$ cat src/rtl/buck_seq_pkg.sv
package buck_seq_pkg;

   // ----------------------------------------
   // Time base
   // ----------------------------------------
   localparam int CLK_KHZ = 50000;   // 50 MHz core clock
   localparam int TMR_W = 22;        // Width of every interval timer

   // ----------------------------------------
   // Intervals in their own units
   // ----------------------------------------
   localparam int HICCUP_SLEEP_MS = 56;
   localparam int PG_DELAY_MS = 1;
   localparam int UV_DELAY_US = 16;

   // ----------------------------------------
   // Intervals in core clock cycles
   // ----------------------------------------
   localparam logic [TMR_W-1:0] HICCUP_CYCLES =
      TMR_W'(HICCUP_SLEEP_MS * CLK_KHZ);
   localparam logic [TMR_W-1:0] PG_DELAY_CYCLES =
      TMR_W'(PG_DELAY_MS * CLK_KHZ);
   localparam logic [TMR_W-1:0] UV_DELAY_CYCLES =
      TMR_W'((UV_DELAY_US * CLK_KHZ + 999) / 1000);

   // ----------------------------------------
   // Comparator thresholds, applied outside
   // ----------------------------------------
   localparam int OV_THRESH_MV = 950;
   localparam int UV_THRESH_MV = 600;
   localparam int NEG_LIMIT_A = -16;
   localparam int OT_RISE_C = 166;
   localparam int OT_HYST_C = 30;
   localparam int VIN_OV_MV = 18600;

   // ----------------------------------------
   // On-time counter
   // ----------------------------------------
   localparam int TON_W = 8;
   localparam logic [TON_W-1:0] TON_MIN = 8'h01;

   // ----------------------------------------
   // Sequencer states
   // ----------------------------------------
   typedef enum logic [3:0] {
      ST_IDLE      = 4'h0,  // Off, waiting for enable and supplies
      ST_SOFTSTART = 4'h1,  // Switching, ramp in progress
      ST_RUN       = 4'h2,  // Normal regulation
      ST_OV_LS     = 4'h3,  // Discharge, low side on
      ST_OV_HS     = 4'h4,  // Discharge, high side on-time
      ST_OV_HOLD   = 4'h5,  // Discharged, low side held on
      ST_LATCH_OFF = 4'h6,  // Both switches latched off
      ST_HICCUP    = 4'h7,  // Both off, sleep before retry
      ST_OT_WAIT   = 4'h8,  // Power stage hot, waiting to cool
      ST_VIN_LATCH = 4'h9   // Input overvoltage latch
   } seq_state_t;

endpackage

$ cat src/rtl/interval_timer.sv
`timescale 1ns/1ps
`default_nettype none

module interval_timer
   import buck_seq_pkg::*;
#(
   parameter int W = TMR_W
)
(
   // Clock and reset
   input wire logic core_clk,
   input wire logic rst,
   // Control
   input wire logic clear,
   input wire logic run,
   input wire logic [W-1:0] limit,
   // Status
   output logic expired
);

   logic [W-1:0] cnt_r;   // Cycles counted so far
   logic expired_r;       // Limit reached, sticky until clear

   // ----------------------------------------
   // Counter
   // ----------------------------------------
   // Counts while run is high, stops at the limit
   always_ff @(posedge core_clk)
   begin
      if (rst || clear)
      begin
         cnt_r <= '0;
         expired_r <= 1'b0;
      end
      else if (run && !expired_r)
      begin
         if (cnt_r >= limit - W'(1))
            expired_r <= 1'b1;
         else
            cnt_r <= cnt_r + W'(1);
      end
   end

   assign expired = expired_r;

endmodule // interval_timer

`default_nettype wire

$ cat src/rtl/buck_fault_pgood_sequencer.sv
`timescale 1ns/1ps
`default_nettype none

module buck_fault_pgood_sequencer
   import buck_seq_pkg::*;
#(
   parameter logic [TMR_W-1:0] HICCUP_LIMIT = HICCUP_CYCLES,
   parameter logic [TMR_W-1:0] PG_LIMIT = PG_DELAY_CYCLES
)
(
   // Clock and bias-supply reset
   input wire logic core_clk,
   input wire logic rst,
   // Enable and supplies
   input wire logic enable_in,
   input wire logic power_input_rail_ok,
   input wire logic driver_bias_rail_ok,
   input wire logic split_rail_cfg,
   // Straps
   input wire logic strap_hiccup,
   input wire logic strap_skip,
   // Comparator flags
   input wire logic output_overvoltage_cmp,
   input wire logic output_undervoltage_cmp,
   input wire logic output_in_window,
   input wire logic negative_current_limit,
   input wire logic zero_cross_detect,
   input wire logic output_discharged,
   input wire logic power_stage_die_hot,
   input wire logic controller_die_hot,
   input wire logic power_input_rail_ov,
   // Loop interface
   input wire logic soft_start_done,
   input wire logic loop_on_request,
   input wire logic [TON_W-1:0] on_time_cycles,
   // Switch controls
   output logic high_side_on,
   output logic low_side_on,
   // Power-good open-drain pin
   output logic power_good_out,
   output logic power_good_oe_n,
   // Status
   output logic soft_start_active,
   output logic fault_latched,
   output logic forced_continuous_mode,
   output logic discontinuous_skip_mode
);

   // ----------------------------------------
   // Declarations
   // ----------------------------------------
   seq_state_t state_r, state_nxt;   // Sequencer state
   logic hs_r, hs_nxt;               // High-side switch
   logic ls_r, ls_nxt;               // Low-side switch
   logic [TON_W-1:0] ton_r, ton_nxt; // On-time left
   logic strap_taken_r;              // Straps captured
   logic hiccup_sel_r;               // Hiccup response chosen
   logic skip_sel_r;                 // Skip mode chosen
   logic pg_low_r;                   // Power-good pulled low
   logic latched_r;                  // Latched fault status
   logic ss_r;                       // Soft-start running
   logic enable_d_r;                 // Enable, previous cycle
   logic enable_fall;                // Enable deasserted edge
   logic supplies_ok;                // Supplies allow switching
   logic start_ok;                   // All start conditions met
   logic hiccup_run;                 // Sleep timer running
   logic hiccup_done;                // Sleep interval elapsed
   logic uv_run;                     // Undervoltage persisting
   logic uv_done;                    // Undervoltage qualified
   logic pg_run;                     // Power-good delay running
   logic pg_done;                    // Power-good delay elapsed
   logic [TON_W-1:0] ton_load;       // On-time to load

   // ----------------------------------------
   // Strap capture
   // ----------------------------------------
   // First cycle after reset only; enable does not resample
   always_ff @(posedge core_clk)
   begin
      if (rst)
      begin
         strap_taken_r <= 1'b0;
         hiccup_sel_r <= 1'b0;
         skip_sel_r <= 1'b0;
      end
      else if (!strap_taken_r)
      begin
         strap_taken_r <= 1'b1;
         hiccup_sel_r <= strap_hiccup;
         skip_sel_r <= strap_skip;
      end
   end

   // ----------------------------------------
   // Enable edge and start conditions
   // ----------------------------------------
   always_ff @(posedge core_clk)
   begin
      if (rst)
         enable_d_r <= 1'b0;
      else
         enable_d_r <= enable_in;
   end

   assign enable_fall = enable_d_r && !enable_in;

   // Level checks only, so arrival order does not matter
   assign supplies_ok = power_input_rail_ok &&
      (!split_rail_cfg || driver_bias_rail_ok);
   assign start_ok = strap_taken_r && enable_in && supplies_ok;

   // Zero on-time would stall the pulse; use one cycle
   assign ton_load = (on_time_cycles < TON_MIN) ? TON_MIN :
      on_time_cycles;

   // ----------------------------------------
   // Timers
   // ----------------------------------------
   // Sleep runs from the fault trigger through discharge
   assign hiccup_run = hiccup_sel_r &&
      (state_r == ST_OV_LS || state_r == ST_OV_HS ||
       state_r == ST_OV_HOLD || state_r == ST_HICCUP);

   interval_timer #(.W(TMR_W)) u_hiccup_timer
   (
      .core_clk(core_clk),
      .rst(rst),
      .clear(!hiccup_run || enable_fall),
      .run(hiccup_run),
      .limit(HICCUP_LIMIT),
      .expired(hiccup_done)
   );

   // Any return above threshold restarts the delay at zero
   assign uv_run = (state_r == ST_RUN) && output_undervoltage_cmp;

   interval_timer #(.W(TMR_W)) u_uv_timer
   (
      .core_clk(core_clk),
      .rst(rst),
      .clear(!uv_run || enable_fall),
      .run(uv_run),
      .limit(UV_DELAY_CYCLES),
      .expired(uv_done)
   );

   // Delay counts only after soft-start has finished
   assign pg_run = (state_r == ST_RUN);

   interval_timer #(.W(TMR_W)) u_pg_timer
   (
      .core_clk(core_clk),
      .rst(rst),
      .clear(!pg_run || enable_fall),
      .run(pg_run),
      .limit(PG_LIMIT),
      .expired(pg_done)
   );

   // ----------------------------------------
   // Next state and switch drive
   // ----------------------------------------
   always_comb
   begin
      state_nxt = state_r;
      hs_nxt = hs_r;
      ls_nxt = ls_r;
      ton_nxt = ton_r;
      case (state_r)
         ST_IDLE:
         begin
            hs_nxt = 1'b0;
            ls_nxt = 1'b0;
            if (start_ok)
               state_nxt = ST_SOFTSTART;
         end
         ST_SOFTSTART, ST_RUN:
         begin
            // Regular pulse train from the loop
            if (hs_r)
            begin
               if (ton_r <= TON_MIN)
               begin
                  hs_nxt = 1'b0;
                  ls_nxt = 1'b1;
               end
               else
                  ton_nxt = ton_r - TON_MIN;
            end
            else if (loop_on_request)
            begin
               // Same on-time in either mode
               hs_nxt = 1'b1;
               ls_nxt = 1'b0;
               ton_nxt = ton_load;
            end
            else if (ls_r && skip_sel_r && zero_cross_detect)
               ls_nxt = 1'b0;
            // Forced mode leaves low side on until next pulse
            if (state_r == ST_SOFTSTART && soft_start_done)
               state_nxt = ST_RUN;
            // Faults, highest priority last
            if (controller_die_hot)
            begin
               hs_nxt = 1'b0;
               ls_nxt = 1'b0;
               state_nxt = hiccup_sel_r ? ST_HICCUP :
                  ST_LATCH_OFF;
            end
            if (state_r == ST_RUN && uv_done)
            begin
               hs_nxt = 1'b0;
               ls_nxt = 1'b0;
               state_nxt = hiccup_sel_r ? ST_HICCUP :
                  ST_LATCH_OFF;
            end
            if (state_r == ST_RUN && output_overvoltage_cmp)
            begin
               // Comparator looked at only after ramp
               hs_nxt = 1'b0;
               ls_nxt = 1'b1;
               state_nxt = ST_OV_LS;
            end
            if (power_stage_die_hot)
            begin
               hs_nxt = 1'b0;
               ls_nxt = 1'b0;
               state_nxt = ST_OT_WAIT;
            end
            if (power_input_rail_ov)
            begin
               hs_nxt = 1'b0;
               ls_nxt = 1'b0;
               state_nxt = ST_VIN_LATCH;
            end
         end
         ST_OV_LS:
         begin
            hs_nxt = 1'b0;
            ls_nxt = 1'b1;
            if (output_discharged)
               state_nxt = ST_OV_HOLD;
            else if (negative_current_limit)
            begin
               hs_nxt = 1'b1;
               ls_nxt = 1'b0;
               ton_nxt = ton_load;
               state_nxt = ST_OV_HS;
            end
         end
         ST_OV_HS:
         begin
            if (ton_r <= TON_MIN)
            begin
               // Back to low side for another cycle
               hs_nxt = 1'b0;
               ls_nxt = 1'b1;
               state_nxt = ST_OV_LS;
            end
            else
               ton_nxt = ton_r - TON_MIN;
         end
         ST_OV_HOLD:
         begin
            hs_nxt = 1'b0;
            ls_nxt = 1'b1;
            // Latch-off stays here; hiccup retries on sleep end
            if (hiccup_sel_r && hiccup_done)
               state_nxt = ST_IDLE;
         end
         ST_LATCH_OFF, ST_VIN_LATCH:
         begin
            // Left only by reset, enable drop or supply drop
            hs_nxt = 1'b0;
            ls_nxt = 1'b0;
         end
         ST_HICCUP:
         begin
            hs_nxt = 1'b0;
            ls_nxt = 1'b0;
            if (hiccup_done)
               state_nxt = ST_IDLE;
         end
         ST_OT_WAIT:
         begin
            hs_nxt = 1'b0;
            ls_nxt = 1'b0;
            // Flag carries the hysteresis; retry from soft-start
            if (!power_stage_die_hot)
               state_nxt = ST_IDLE;
         end
         default:
         begin
            hs_nxt = 1'b0;
            ls_nxt = 1'b0;
            state_nxt = ST_IDLE;
         end
      endcase
      // Disable by enable or supplies overrides everything
      if (!enable_in || !supplies_ok || enable_fall)
      begin
         hs_nxt = 1'b0;
         ls_nxt = 1'b0;
         state_nxt = ST_IDLE;
      end
   end

   // ----------------------------------------
   // State register
   // ----------------------------------------
   always_ff @(posedge core_clk)
   begin
      if (rst)
         state_r <= ST_IDLE;
      else
         state_r <= state_nxt;
   end

   // ----------------------------------------
   // Switch and on-time registers
   // ----------------------------------------
   always_ff @(posedge core_clk)
   begin
      if (rst)
      begin
         hs_r <= 1'b0;
         ls_r <= 1'b0;
         ton_r <= '0;
      end
      else
      begin
         hs_r <= hs_nxt;
         ls_r <= ls_nxt;
         ton_r <= ton_nxt;
      end
   end

   // ----------------------------------------
   // Power-good
   // ----------------------------------------
   // Pulled low unless running, delayed and inside window
   always_ff @(posedge core_clk)
   begin
      if (rst)
         pg_low_r <= 1'b1;
      else if (state_nxt != ST_RUN || !enable_in || !supplies_ok)
         pg_low_r <= 1'b1;
      else
         pg_low_r <= !(pg_done && output_in_window);
   end

   // ----------------------------------------
   // Status registers
   // ----------------------------------------
   always_ff @(posedge core_clk)
   begin
      if (rst)
      begin
         ss_r <= 1'b0;
         latched_r <= 1'b0;
      end
      else
      begin
         ss_r <= (state_nxt == ST_SOFTSTART);
         latched_r <= (state_nxt == ST_LATCH_OFF) ||
            (state_nxt == ST_VIN_LATCH) ||
            (state_nxt == ST_OV_HOLD && !hiccup_sel_r);
      end
   end

   // ----------------------------------------
   // Outputs
   // ----------------------------------------
   assign high_side_on = hs_r;
   assign low_side_on = ls_r;
   assign power_good_out = 1'b0;
   assign power_good_oe_n = !pg_low_r;
   assign soft_start_active = ss_r;
   assign fault_latched = latched_r;
   assign forced_continuous_mode = strap_taken_r && !skip_sel_r;
   assign discontinuous_skip_mode = strap_taken_r && skip_sel_r;

endmodule // buck_fault_pgood_sequencer

`default_nettype wire

$ cat config.mk
export PLATFORM = sky130hd
export DESIGN_NAME = buck_fault_pgood_sequencer
export DESIGN_NICKNAME = d
export VERILOG_FILES = /design/src/rtl/buck_seq_pkg.sv /design/src/rtl/interval_timer.sv /design/src/rtl/buck_fault_pgood_sequencer.sv
export SDC_FILE = /design/constraint.sdc
export NUM_CORES = 1
export LEC_CHECK = 0
export BUFFER_PORTS_ARGS = -buffer_cell sky130_fd_sc_hd__buf_2
export CAP_MARGIN = 40
export CORE_MARGIN = 3
export CORE_UTILIZATION = 50
export CTS_BUF_LIST = sky130_fd_sc_hd__clkbuf_16
export CTS_CLUSTER_SIZE = 16
export DETAILED_ROUTE_END_ITERATION = 10
export GPL_ROUTABILITY_DRIVEN = 0
export GPL_TIMING_DRIVEN = 1
export PLACE_DENSITY = 0.74
export SLEW_MARGIN = 20
export SYNTH_ARGS = -nofsm -noshare
export SYNTH_HDL_FRONTEND = slang
export SYNTH_SLANG_ARGS = --single-unit
$ cat constraint.sdc
create_clock -name core_clk -period 3.25 [get_ports core_clk]
set_input_delay 0.65 -clock core_clk [delete_from_list [all_inputs] [get_ports core_clk]]
set_output_delay 0.65 -clock core_clk [all_outputs]
set_load 0.05 [all_outputs]
==> metrics.md, run 1 <==
| Metric | Value |
|---|---|
| Synth warn | 0 |
| Slew Limit Fails | 0 |
| Clk slew on worst S/H paths | approximately 70 ps |
| Slew headroom | 0.438 |
| Die width | 101 um |
| Total CTS buffers | 9 |
| CTS sink cnt | 90 |
| Hold Crit Class | register to register |
| Crit path time final | 2640 ps |
| # IOs | 35 |
| Crit end category | register |
| Reg-to-Reg Start | state_r[0] |
| Final Hold Viols | 0 |
| #FFs+latches synth | 90 |
| Post-Route Skew | 9.54 ps |
| Max clock buf depth | 2 |
| Layout overhead on the synthesized area | 11.5% |
| Commonest non-fill, non-tap cells in the layout | dfxtp_1 (90), nor2_1 (60), a21oi_1 (35) |
| Critical path class | register to register |
| Count of final setup violators | 0 |
| Hold Path Depth | 1 |
| Post-route DRC | 0 |
| Worst EP required | roughly 3500 ps |
| Ys async rst share | 0 |
| Compound-gate portion of the synthesized area | 0.174 |
| Maximum clock frequency | roughly 380 MHz |
| Post-DRT Antenna Nets | 0 |
| GRT overflow | 0 |
| WHS Endpoint | u_uv_timer.cnt_r[21] |
| Commonest non-fill, non-tap cell in the layout | dfxtp_1 |
| Maximum Capacitance Violations | 0 |
| Core area | 8460 sq um |
| Sequential element share of the synthesized area | 0.400 |
| Post-CTS sizing | 0 |
| WL final | between 9000 and 10,000 um |
| Synth Instances | 533 |
| Worst skew pair latency | between 300 and 400 ps |
| CTS tree | built |
| Syn avg cell area | approximately 8.4 sq um |
| Initial antenna violation count | 0 |
| Yosys cell types | 65 |
| Hold Startpoint | u_uv_timer.cnt_r[21] |
| Die Ht | just over 100 um |
| Nets | slightly below 600 |
| FP Rows | 33 |
| Static leakage | 0.00178 uW |
| Worst Setup Start Kind | register |
| Pwr/cell area | 432 nW/um^2 |
| Total GRT Usage | 0.197 |
| Slew @ Worst Pin | ~840 ps |
| Diodes inserted | 0 |
| Synthesized Nets | 565 |
| # fillers | roughly 750 |
| Layout cell share with drive strength beyond 1 | 0.127 |
| CTS Hold Bufs | 0 |
| Reg2reg setup slack | 610 ps |
| Hold_ws | 465 ps |
| Max IR drop VDD | ~0.27 mV |
| Post-synth top flop | dfxtp_1 |
| Clock root cell | clkbuf_16 |
| Worst Reg-to-Reg Cells | 6 |
| Post-DP HPWL | 6820 um |
| Status | finished, final reports clean |
| Initial DRC count | 227 |
| Initial core utilization | 0.532 |
| FF-to-FF End | fault_latched |
| Max FO, Critical Path | 16 |
| Routed length per instance | ~15 um |
| Via density | 5.93 |
| Mux contribution to synthesized area | 0.0170 |
| First-pass GRT wire length | about 16,000 um |
| H-Tree Level Count | 3 |
| Setup TNS | 0 ps |
| Critical Path AT | roughly 2900 ps |
| Final Cycle Share | 0.813 |
| Post-synth EDFFs | 0 |
| Vias | 3,979 |
| Die ar. | 10,200 sq um |
| Simple-gate share of the synthesized area | 0.301 |
| Unrepaired setup endpoints after global routing | no |
| Total power | 2160 uW |
| Largest family of logic cells by synthesized area | simple AND/OR/NAND/NOR gates |
| Synth Area in XOR/XNOR | 0.0487 |
| Synthesized-area fraction occupied by adder cells | 0.0139 |
| Synth Cell Area | 4500 sq um |
| Post-CTS Setup Bufs | 0 |
| Pin count of the biggest net entering global routing | 21 |
| Initial DRT Pass Iterations | 5 |
| Number of global-route vias before repair | 3,657 |
| Port Buffers | 33 |
[synthesized netlist by cell type, types with 2 or more instances]
| master | number | area [sq um] |
|---|---|---|
| o2111ai_1 | 2 | 17.5 |
| and4_1 | 3 | 26.3 |
| nand4_1 | 19 | 119 |
| nand2_1 | 32 | 120 |
| and3_1 | 13 | 81.3 |
| o31ai_1 | 10 | 75.1 |
| or2_2 | 3 | 18.8 |
| a31oi_1 | 3 | 18.8 |
| dfxtp_1 | 90 | 1800 |
| mux2i_1 | 5 | 50.1 |
| a211oi_1 | 5 | 37.5 |
| buf_6 | 2 | 22.5 |
| nand2b_1 | 8 | 50.1 |
| xnor2_1 | 16 | 140 |
| or4_1 | 14 | 105 |
| nor4_1 | 11 | 68.8 |
| o211ai_1 | 7 | 52.6 |
| o21bai_1 | 2 | 15.0 |
| nand3_1 | 19 | 95.1 |
| clkbuf_1 | 14 | 52.6 |
| o21ai_0 | 21 | 105 |
| xor2_1 | 9 | 78.8 |
| o21a_1 | 3 | 22.5 |
| ha_1 | 5 | 62.6 |
| inv_1 | 23 | 86.3 |
| buf_4 | 3 | 22.5 |
| nor2b_1 | 9 | 56.3 |
| a21oi_1 | 35 | 175 |
| nor3_1 | 11 | 55.1 |
| a22oi_1 | 2 | 15.0 |
| a21o_1 | 2 | 15.0 |
| or3_1 | 7 | 43.8 |
| nor2_1 | 60 | 225 |
| o22ai_1 | 4 | 25.0 |
| o32ai_1 | 2 | 17.5 |
| buf_2 | 3 | 15.0 |
| and2_1 | 20 | 125 |
| nor3_2 | 5 | 50.1 |
| nor3b_1 | 2 | 15.0 |
| o21ai_1 | 2 | 10.0 |
| a311oi_1 | 3 | 26.3 |
[critical path: stages (launching register included)]
cell and delay [ps]:
dfxtp_1 690, nor2_1 180, a41o_1 290, a2111o_1 450, a2111oi_4 410, mux2_4 340
o31ai_2 190
[flip-flops by register name (all words and copies together), names as in the netlist]
signal / cells
enable_d_r: 1
fault_latched: 1
hiccup_sel_r: 1
high_side_on: 1
low_side_on: 1
pg_low_r: 1
skip_sel_r: 1
soft_start_active: 1
state_r: 4
strap_taken_r: 1
ton_r: 8
u_hiccup_timer.cnt_r: 22
u_hiccup_timer.expired: 1
u_pg_timer.cnt_r: 22
u_pg_timer.expired: 1
u_uv_timer.cnt_r: 22
u_uv_timer.expired: 1
[area by class of cell]
type / count / area, sq um / area share
clock buffers: 9 / 225 / 0.0449
clock inverters: 7 / 61.3 / 0.0122
inverters: 23 / 86.3 / 0.0172
multi-input cells: 398 / 2500 / 0.498
flip-flops and latches: 90 / 1800 / 0.359
well taps: 105 / 131 / 0.0262
repair buffers: 39 / 211 / 0.0422
[cells by family after synthesis]
group / after synthesis
flip-flops: 90
adder cells (fa/ha/maj): 5
other: 1
AO/OA/AOI/OAI: 116
AND/OR/NAND/NOR: 244
multiplexers: 7
XOR/XNOR: 25
buffers and inverters: 45
[power by group]
group / internal [uW] / leakage [uW] / total, uW / switching [uW]
Combinational: 27.7 / 0.000917 / 66.6 / 38.9
Sequential: 1110 / 0.000726 / 1110 / 4.14
Clock: 530 / 0.000133 / 989 / 459
[per-layer routing]
metal	vias to the layer above	GRT usage	wire, um
li1	2002	-	-
met1	1833	0.249	4370
met2	128	0.328	4680
met3	16	0.0394	566
met4	0	0.0798	171
met5	-	0	0
[per-stage QoR]
step                cell area (sq um)  setup WS [ps]  std cells   util
floorplan                        4500           1030        533      -
global placement                 4710            805        653  0.557
detailed placement               4730            691        655  0.559
CTS                              5020            667        671  0.593
global route                     5020            516        671  0.593
finish                           5020            608        671  0.593
[how the worst max path moves through the flow]
stage / from / end / slack, ps / cells after the start
floorplan: controller_die_hot / fault_latched / 1030 / 5
finish: state_r[0] / fault_latched / 610 / 6
global route: state_r[0] / fault_latched / 520 / 6
CTS: state_r[0] / fault_latched / 670 / 6
global placement: state_r[0] / fault_latched / 810 / 6
detailed placement: state_r[0] / fault_latched / 690 / 6
(Power assumes the default switching activity.)
==> inputs of run 2 (changes only) <==
--- a/config.mk
+++ b/config.mk
@@ -14,7 +14,7 @@
 export DETAILED_ROUTE_END_ITERATION = 10
 export GPL_ROUTABILITY_DRIVEN = 0
 export GPL_TIMING_DRIVEN = 1
-export PLACE_DENSITY = 0.74
+export PLACE_DENSITY = 0.77
 export SLEW_MARGIN = 20
 export SYNTH_ARGS = -nofsm -noshare
 export SYNTH_HDL_FRONTEND = slang
==> constraint.sdc (replaced) <==
create_clock -name core_clk -period 2.4 [get_ports core_clk]
set_input_delay 0.48 -clock core_clk [delete_from_list [all_inputs] [get_ports core_clk]]
set_output_delay 0.48 -clock core_clk [all_outputs]
set_load 0.05 [all_outputs]
==> metrics.md, run 2 (same netlist as run 1, synthesis figures left out) <==
| Metric | Value |
|---|---|
| Final Cycle Share | 0.939 |
| Dpl cell area | 4830 sq um |
| Hold Crit Class | input pin to register |
| Layout overhead on the synthesized area | 13.8% |
| Slowest cell delay on critical path | 560 ps |
| CTS Hold Bufs | 0 |
| Unrepaired setup endpoints after global routing | no |
| Setup TNS | 0 ps |
| Hold Startpoint | strap_hiccup |
| Worst EP required | 2610 ps |
| Port Buffers | 33 |
| Number of global-route vias before repair | between 3k and 4k |
| Die ar. | 10,200 sq um |
| Maximum Capacitance Violations | 0 |
| Area of the multi-input gates | between 2000 and 2500 sq um |
| Largest regs | u_hiccup_timer.cnt_r: 22 flops, u_pg_timer.cnt_r: 22 flops, u_uv_timer.cnt_r: 22 flops |
| Initial DRC count | 272 |
| FF-to-FF End | u_pg_timer.cnt_r[12] |
| Diodes inserted | 0 |
| Wire length on met3 | 494 um |
| CTS tree | built |
| Critical path class | register to register |
| Delay-heaviest family, CP | simple AND/OR/NAND/NOR gates |
| Core area | 8460 sq um |
| Seq. cell area | 1800 sq um |
| Critical path capture point | u_pg_timer.cnt_r[12] |
| Crit path time final | 2250 ps |
| Final core occ | 0.605 |
| Initial antenna violation count | 0 |
| Final instance area | 5120 sq um |
| Final Hold Viols | 0 |
| CTS sink cnt | 90 |
| Layout cell share with drive strength beyond 1 | 0.148 |
| Die Ht | 101 um |
| Highest Signal Layer | met4 |
| Worst skew pair latency | 340 ps |
| Critical Path AT | 2460 ps |
| CP max-delay cell | or4_1 |
| Initial core utilization | 0.532 |
| Max FO, Critical Path | 17 |
| Post-Route Skew | 7.96 ps |
| CP Launch Point | u_pg_timer.cnt_r[10] |
| Critical Path Stages | 7 |
| Total GRT Usage | 0.207 |
| Post-DP HPWL | 7300 um |
| Slew Limit Fails | 0 |
| Post-CTS Setup Bufs | 0 |
| Post-CTS sizing | 0 |
| Cell-by-cell trace of the critical path | or4_1 > a311oi_2 > o211ai_2 > buf_4 > nor4_1 > xnor2_1 > nor2_1 |
| First-pass GRT wire length | 17,200 um |
| Count of final setup violators | 0 |
| # fillers | 729 |
| Commonest non-fill, non-tap cells in the layout | dfxtp_1 (90), nor2_1 (60), a21oi_1 (35) |
| Worst path bufs/invs | 1 |
| Vias | 4,007 |
| Post-DRT Antenna Nets | 0 |
| Wl on met1 | 4640 um |
| Commonest non-fill, non-tap cell in the layout | dfxtp_1 |
| Initial DRT Pass Iterations | 4 |
| # IOs | 35 |
| Via density | 5.85 |
| WL final | about 10,000 um |
| Pin count of the biggest net entering global routing | 21 |
| Post-route DRC | 0 |
| Worst Setup Start Kind | register |
| Placed Instances | 669 |
| Maximum clock frequency | 444 MHz |
| Die width | 101 um |
| Slew headroom | 0.514 |
| Max IR drop VDD | 0.457 mV |
| Reg2reg setup slack | 150 ps |
| FP Rows | 33 |
| Routed length per instance | 15.0 um |
| GRT overflow | 0 |
| WL met2 | 4920 um |
| Crit end category | register |
| H-Tree Level Count | 3 |
| Max clock buf depth | 2 |
| Nets | 607 |
| Slew @ Worst Pin | 711 ps |
| Pwr/cell area | 578 nW/um^2 |
| Worst Reg-to-Reg Cells | 7 |
| Total CTS buffers | 9 |
| Reg-to-Reg Start | u_pg_timer.cnt_r[10] |
| Static leakage | between 0.0015 and 0.002 uW |
| Clk slew on worst S/H paths | 70 ps |
| Status | finished, final reports clean |
| Clock root cell | clkbuf_16 |
| Final Non-Filler Cells | approximately 700 |
## run 2: cell types whose count changed in the layout (fill, tap and decap cells not counted)
cell,previous run,this run
buf_2,34,33
buf_4,4,20
buf_6,1,0
clkinv_8,1,0
clkinvlp_4,2,1
inv_8,0,2
## run 2: final cells by class
type                            count  area share
Sequential cell                    90       0.352
Inverter                           23      0.0169
Clock buffer                        9      0.0440
Multi-Input combinational cell    398       0.488
Clock inverter                      7      0.0117
Tap cell                          105      0.0257
Timing Repair Buffer               53      0.0616
## run 2: worst min path at each step
| stage | endpoint | cells after the start | slack [ps] |
|---|---|---|---|
| floorplan | u_uv_timer.cnt_r[10] | 1 | 430 |
| global placement | u_uv_timer.cnt_r[21] | 1 | 440 |
| detailed placement | u_uv_timer.cnt_r[17] | 1 | 450 |
| CTS | hiccup_sel_r | 3 | 370 |
| global route | enable_d_r | 3 | 400 |
| finish | hiccup_sel_r | 3 | 370 |
## run 2: routing by layer
metal	global-route usage	up-vias
li1	-	2022
met3	0.0346	23
met2	0.347	111
met4	0.0777	0
met5	0	-
met1	0.267	1851
## run 2: power by group
| group | switching, uW | internal [uW] | total [uW] |
|---|---|---|---|
| Clock | 639 | 725 | 1360 |
| Sequential | 4.91 | 1500 | 1500 |
| Combinational | 54.2 | 38.7 | 92.9 |
| Total | 698 | 2260 | 2960 |
## run 2: metrics by stage
| stage | hold slack, ps | worst slack (ps) | power, uW |
|---|---|---|---|
| after floorplan | 430 | 239 | 1590 |
| after global placement | 443 | 176 | 1630 |
| after detailed placement | 447 | 116 | 1630 |
| after CTS | 372 | 110 | 2990 |
| after global routing | 404 | 23.1 | 3070 |
| final | 373 | 147 | 2960 |
## run 2: tightest hold or removal path: stages
cell	delay (ps)
buf_2	80
mux2i_1	50
nor2_1	70
==> inputs of run 3 (changes only) <==
--- a/config.mk
+++ b/config.mk
@@ -9,7 +9,6 @@
 export CAP_MARGIN = 40
 export CORE_MARGIN = 3
 export CORE_UTILIZATION = 50
-export CTS_BUF_LIST = sky130_fd_sc_hd__clkbuf_16
 export CTS_CLUSTER_SIZE = 16
 export DETAILED_ROUTE_END_ITERATION = 10
 export GPL_ROUTABILITY_DRIVEN = 0
==> metrics.md, run 3 (same netlist as run 1, synthesis figures left out) <==
| Metric | Value |
|---|---|
| Status | finished, final reports clean |
| Maximum Capacitance Violations | 0 |
| Max FO, Critical Path | 17 |
| Hold_ws | 350 ps |
| Reg2reg setup slack | about 140 ps |
| Unrepaired setup endpoints after global routing | no |
| Worst Reg-to-Reg Cells | 7 |
| Clk slew on worst S/H paths | 90 ps |
| CTS Hold Bufs | 0 |
| Initial DRC count | ~260 |
| Slew Limit Fails | 0 |
| Vias | 4,033 |
| Via density | 5.89 |
| Die Ht | 101 um |
| Final Hold Viols | 0 |
| Post-DP HPWL | 7300 um |
| Critical Path AT | 2500 ps |
| Initial antenna violation count | 0 |
| Number of global-route vias before repair | 3,820 |
| Die ar. | 10,200 sq um |
| # fillers | about 740 |
| Final instance area | 5030 sq um |
| Worst EP required | around 2600 ps |
| Post-route DRC | 0 |
| Layout overhead on the synthesized area | 11.8% |
| Initial DRT Pass Iterations | 5 |
| Maximum clock frequency | 442 MHz |
| Max clock buf depth | 2 |
| Nets | 607 |
| Pwr/cell area | about 520 nW/um^2 |
| Commonest non-fill, non-tap cell in the layout | dfxtp_1 |
| CTS sink cnt | 90 |
| Crit end category | register |
| Critical path class | register to register |
| FF-to-FF End | u_pg_timer.cnt_r[12] |
| Post-CTS sizing | 0 |
| CTS tree | built |
| Total CTS buffers | 9 |
| # IOs | 35 |
| Worst skew pair latency | around 370 ps |
| WL final | 10,100 um |
| Final Non-Filler Cells | 685 |
| Clock root cell | clkbuf_8 |
| Count of final setup violators | 0 |
| Setup TNS | 0 ps |
| Commonest non-fill, non-tap cells in the layout | dfxtp_1 (89), nor2_1 (60), a21oi_1 (35) |
| First-pass GRT wire length | 17,100 um |
| Dpl ws | 116 ps |
| Diodes inserted | 0 |
| Post-DRT Antenna Nets | 0 |
| Hold Crit Class | input pin to register |
| Initial core utilization | 0.532 |
| Pin count of the biggest net entering global routing | 21 |
| Reg-to-Reg Start | u_pg_timer.cnt_r[10] |
| Critical path capture point | u_pg_timer.cnt_r[12] |
| Post-Route Skew | ~10 ps |
| PnR worst setup slack | 139 ps |
| Static leakage | roughly 0.0018 uW |
| H-Tree Level Count | 3 |
| Final Cycle Share | 0.942 |
| Post-CTS Setup Bufs | 0 |
| Port Buffers | 33 |
| Worst Setup Start Kind | register |
| Placed Instances | 669 |
| Core area | 8460 sq um |
| Routed length per instance | between 10 and 15 um |
| Layout cell share with drive strength beyond 1 | 0.152 |
| CP Launch Point | u_pg_timer.cnt_r[10] |
| Slew headroom | 0.508 |
| Die width | 101 um |
| Max IR drop VDD | 0.257 mV |
| Largest regs | u_hiccup_timer.cnt_r: 22 flops, u_pg_timer.cnt_r: 22 flops, u_uv_timer.cnt_r: 22 flops |
| Slew @ Worst Pin | 719 ps |
| Crit path time final | 2260 ps |
| GRT overflow | 0 |
| FP Rows | 33 |
| Dpl cell area | 4830 sq um |
| Total GRT Usage | 0.205 |
[run 3: cell types whose count changed in the layout (fill, tap and decap cells not counted), sizes merged]
cell / previous run / this run
clkinv: 1 / 0
clkbuf: 9 / 10
[run 3: worst min path at each step]
stage                                     from                   end  slack, ps  cells past startpoint
final                             strap_hiccup          hiccup_sel_r        350                      3
after CTS                         strap_hiccup          hiccup_sel_r        340                      3
after detailed placement  u_uv_timer.cnt_r[17]  u_uv_timer.cnt_r[17]        450                      1
after global routing                 enable_in            enable_d_r        370                      3
after floorplan           u_uv_timer.cnt_r[10]  u_uv_timer.cnt_r[10]        430                      1
after global placement    u_uv_timer.cnt_r[21]  u_uv_timer.cnt_r[21]        440                      1
[run 3: routing by layer]
layer | GRT usage | wire, um | share of wire
met5 | 0 | 0 | 0
met4 | 0.0705 | 188 | 0.019
met3 | 0.0415 | 478 | 0.047
met2 | 0.340 | 4860 | 0.48
met1 | 0.263 | 4610 | 0.45
[run 3: through the flow]
| stage | total power [uW] | util |
|---|---|---|
| floorplan | 1590 | - |
| finish | 2610 | 0.594 |
| global placement | 1630 | 0.571 |
| CTS | 2640 | 0.594 |
| detailed placement | 1630 | 0.571 |
| global route | 2710 | 0.594 |
[run 3: worst max-delay path: stages (launching register included)]
cell and delay, ps:
dfxtp_1 360, or4_1 560, a311oi_2 350, o211ai_2 130, buf_4 220, nor4_1 310
xnor2_1 160, nor2_1 50
[run 3: where the power goes]
part           total, uW  leakage, uW  switching [uW]  internal (uW)
logic               92.9     0.000986            54.2           38.7
registers           1500     0.000726            4.90           1500
clock network       1020    0.0000977             589            430
total               2610      0.00181             648           1970
[run 3: area by class of cell]
| class | count | area (sq um) | area share |
|---|---|---|---|
| Clock inverter | 6 | 56.3 | 0.0112 |
| Multi-Input combinational cell | 398 | 2500 | 0.497 |
| Tap cell | 105 | 131 | 0.0261 |
| Timing Repair Buffer | 53 | 315 | 0.0627 |
| Inverter | 23 | 86.3 | 0.0172 |
| Clock buffer | 10 | 138 | 0.0274 |
| Sequential cell | 90 | 1800 | 0.359 |
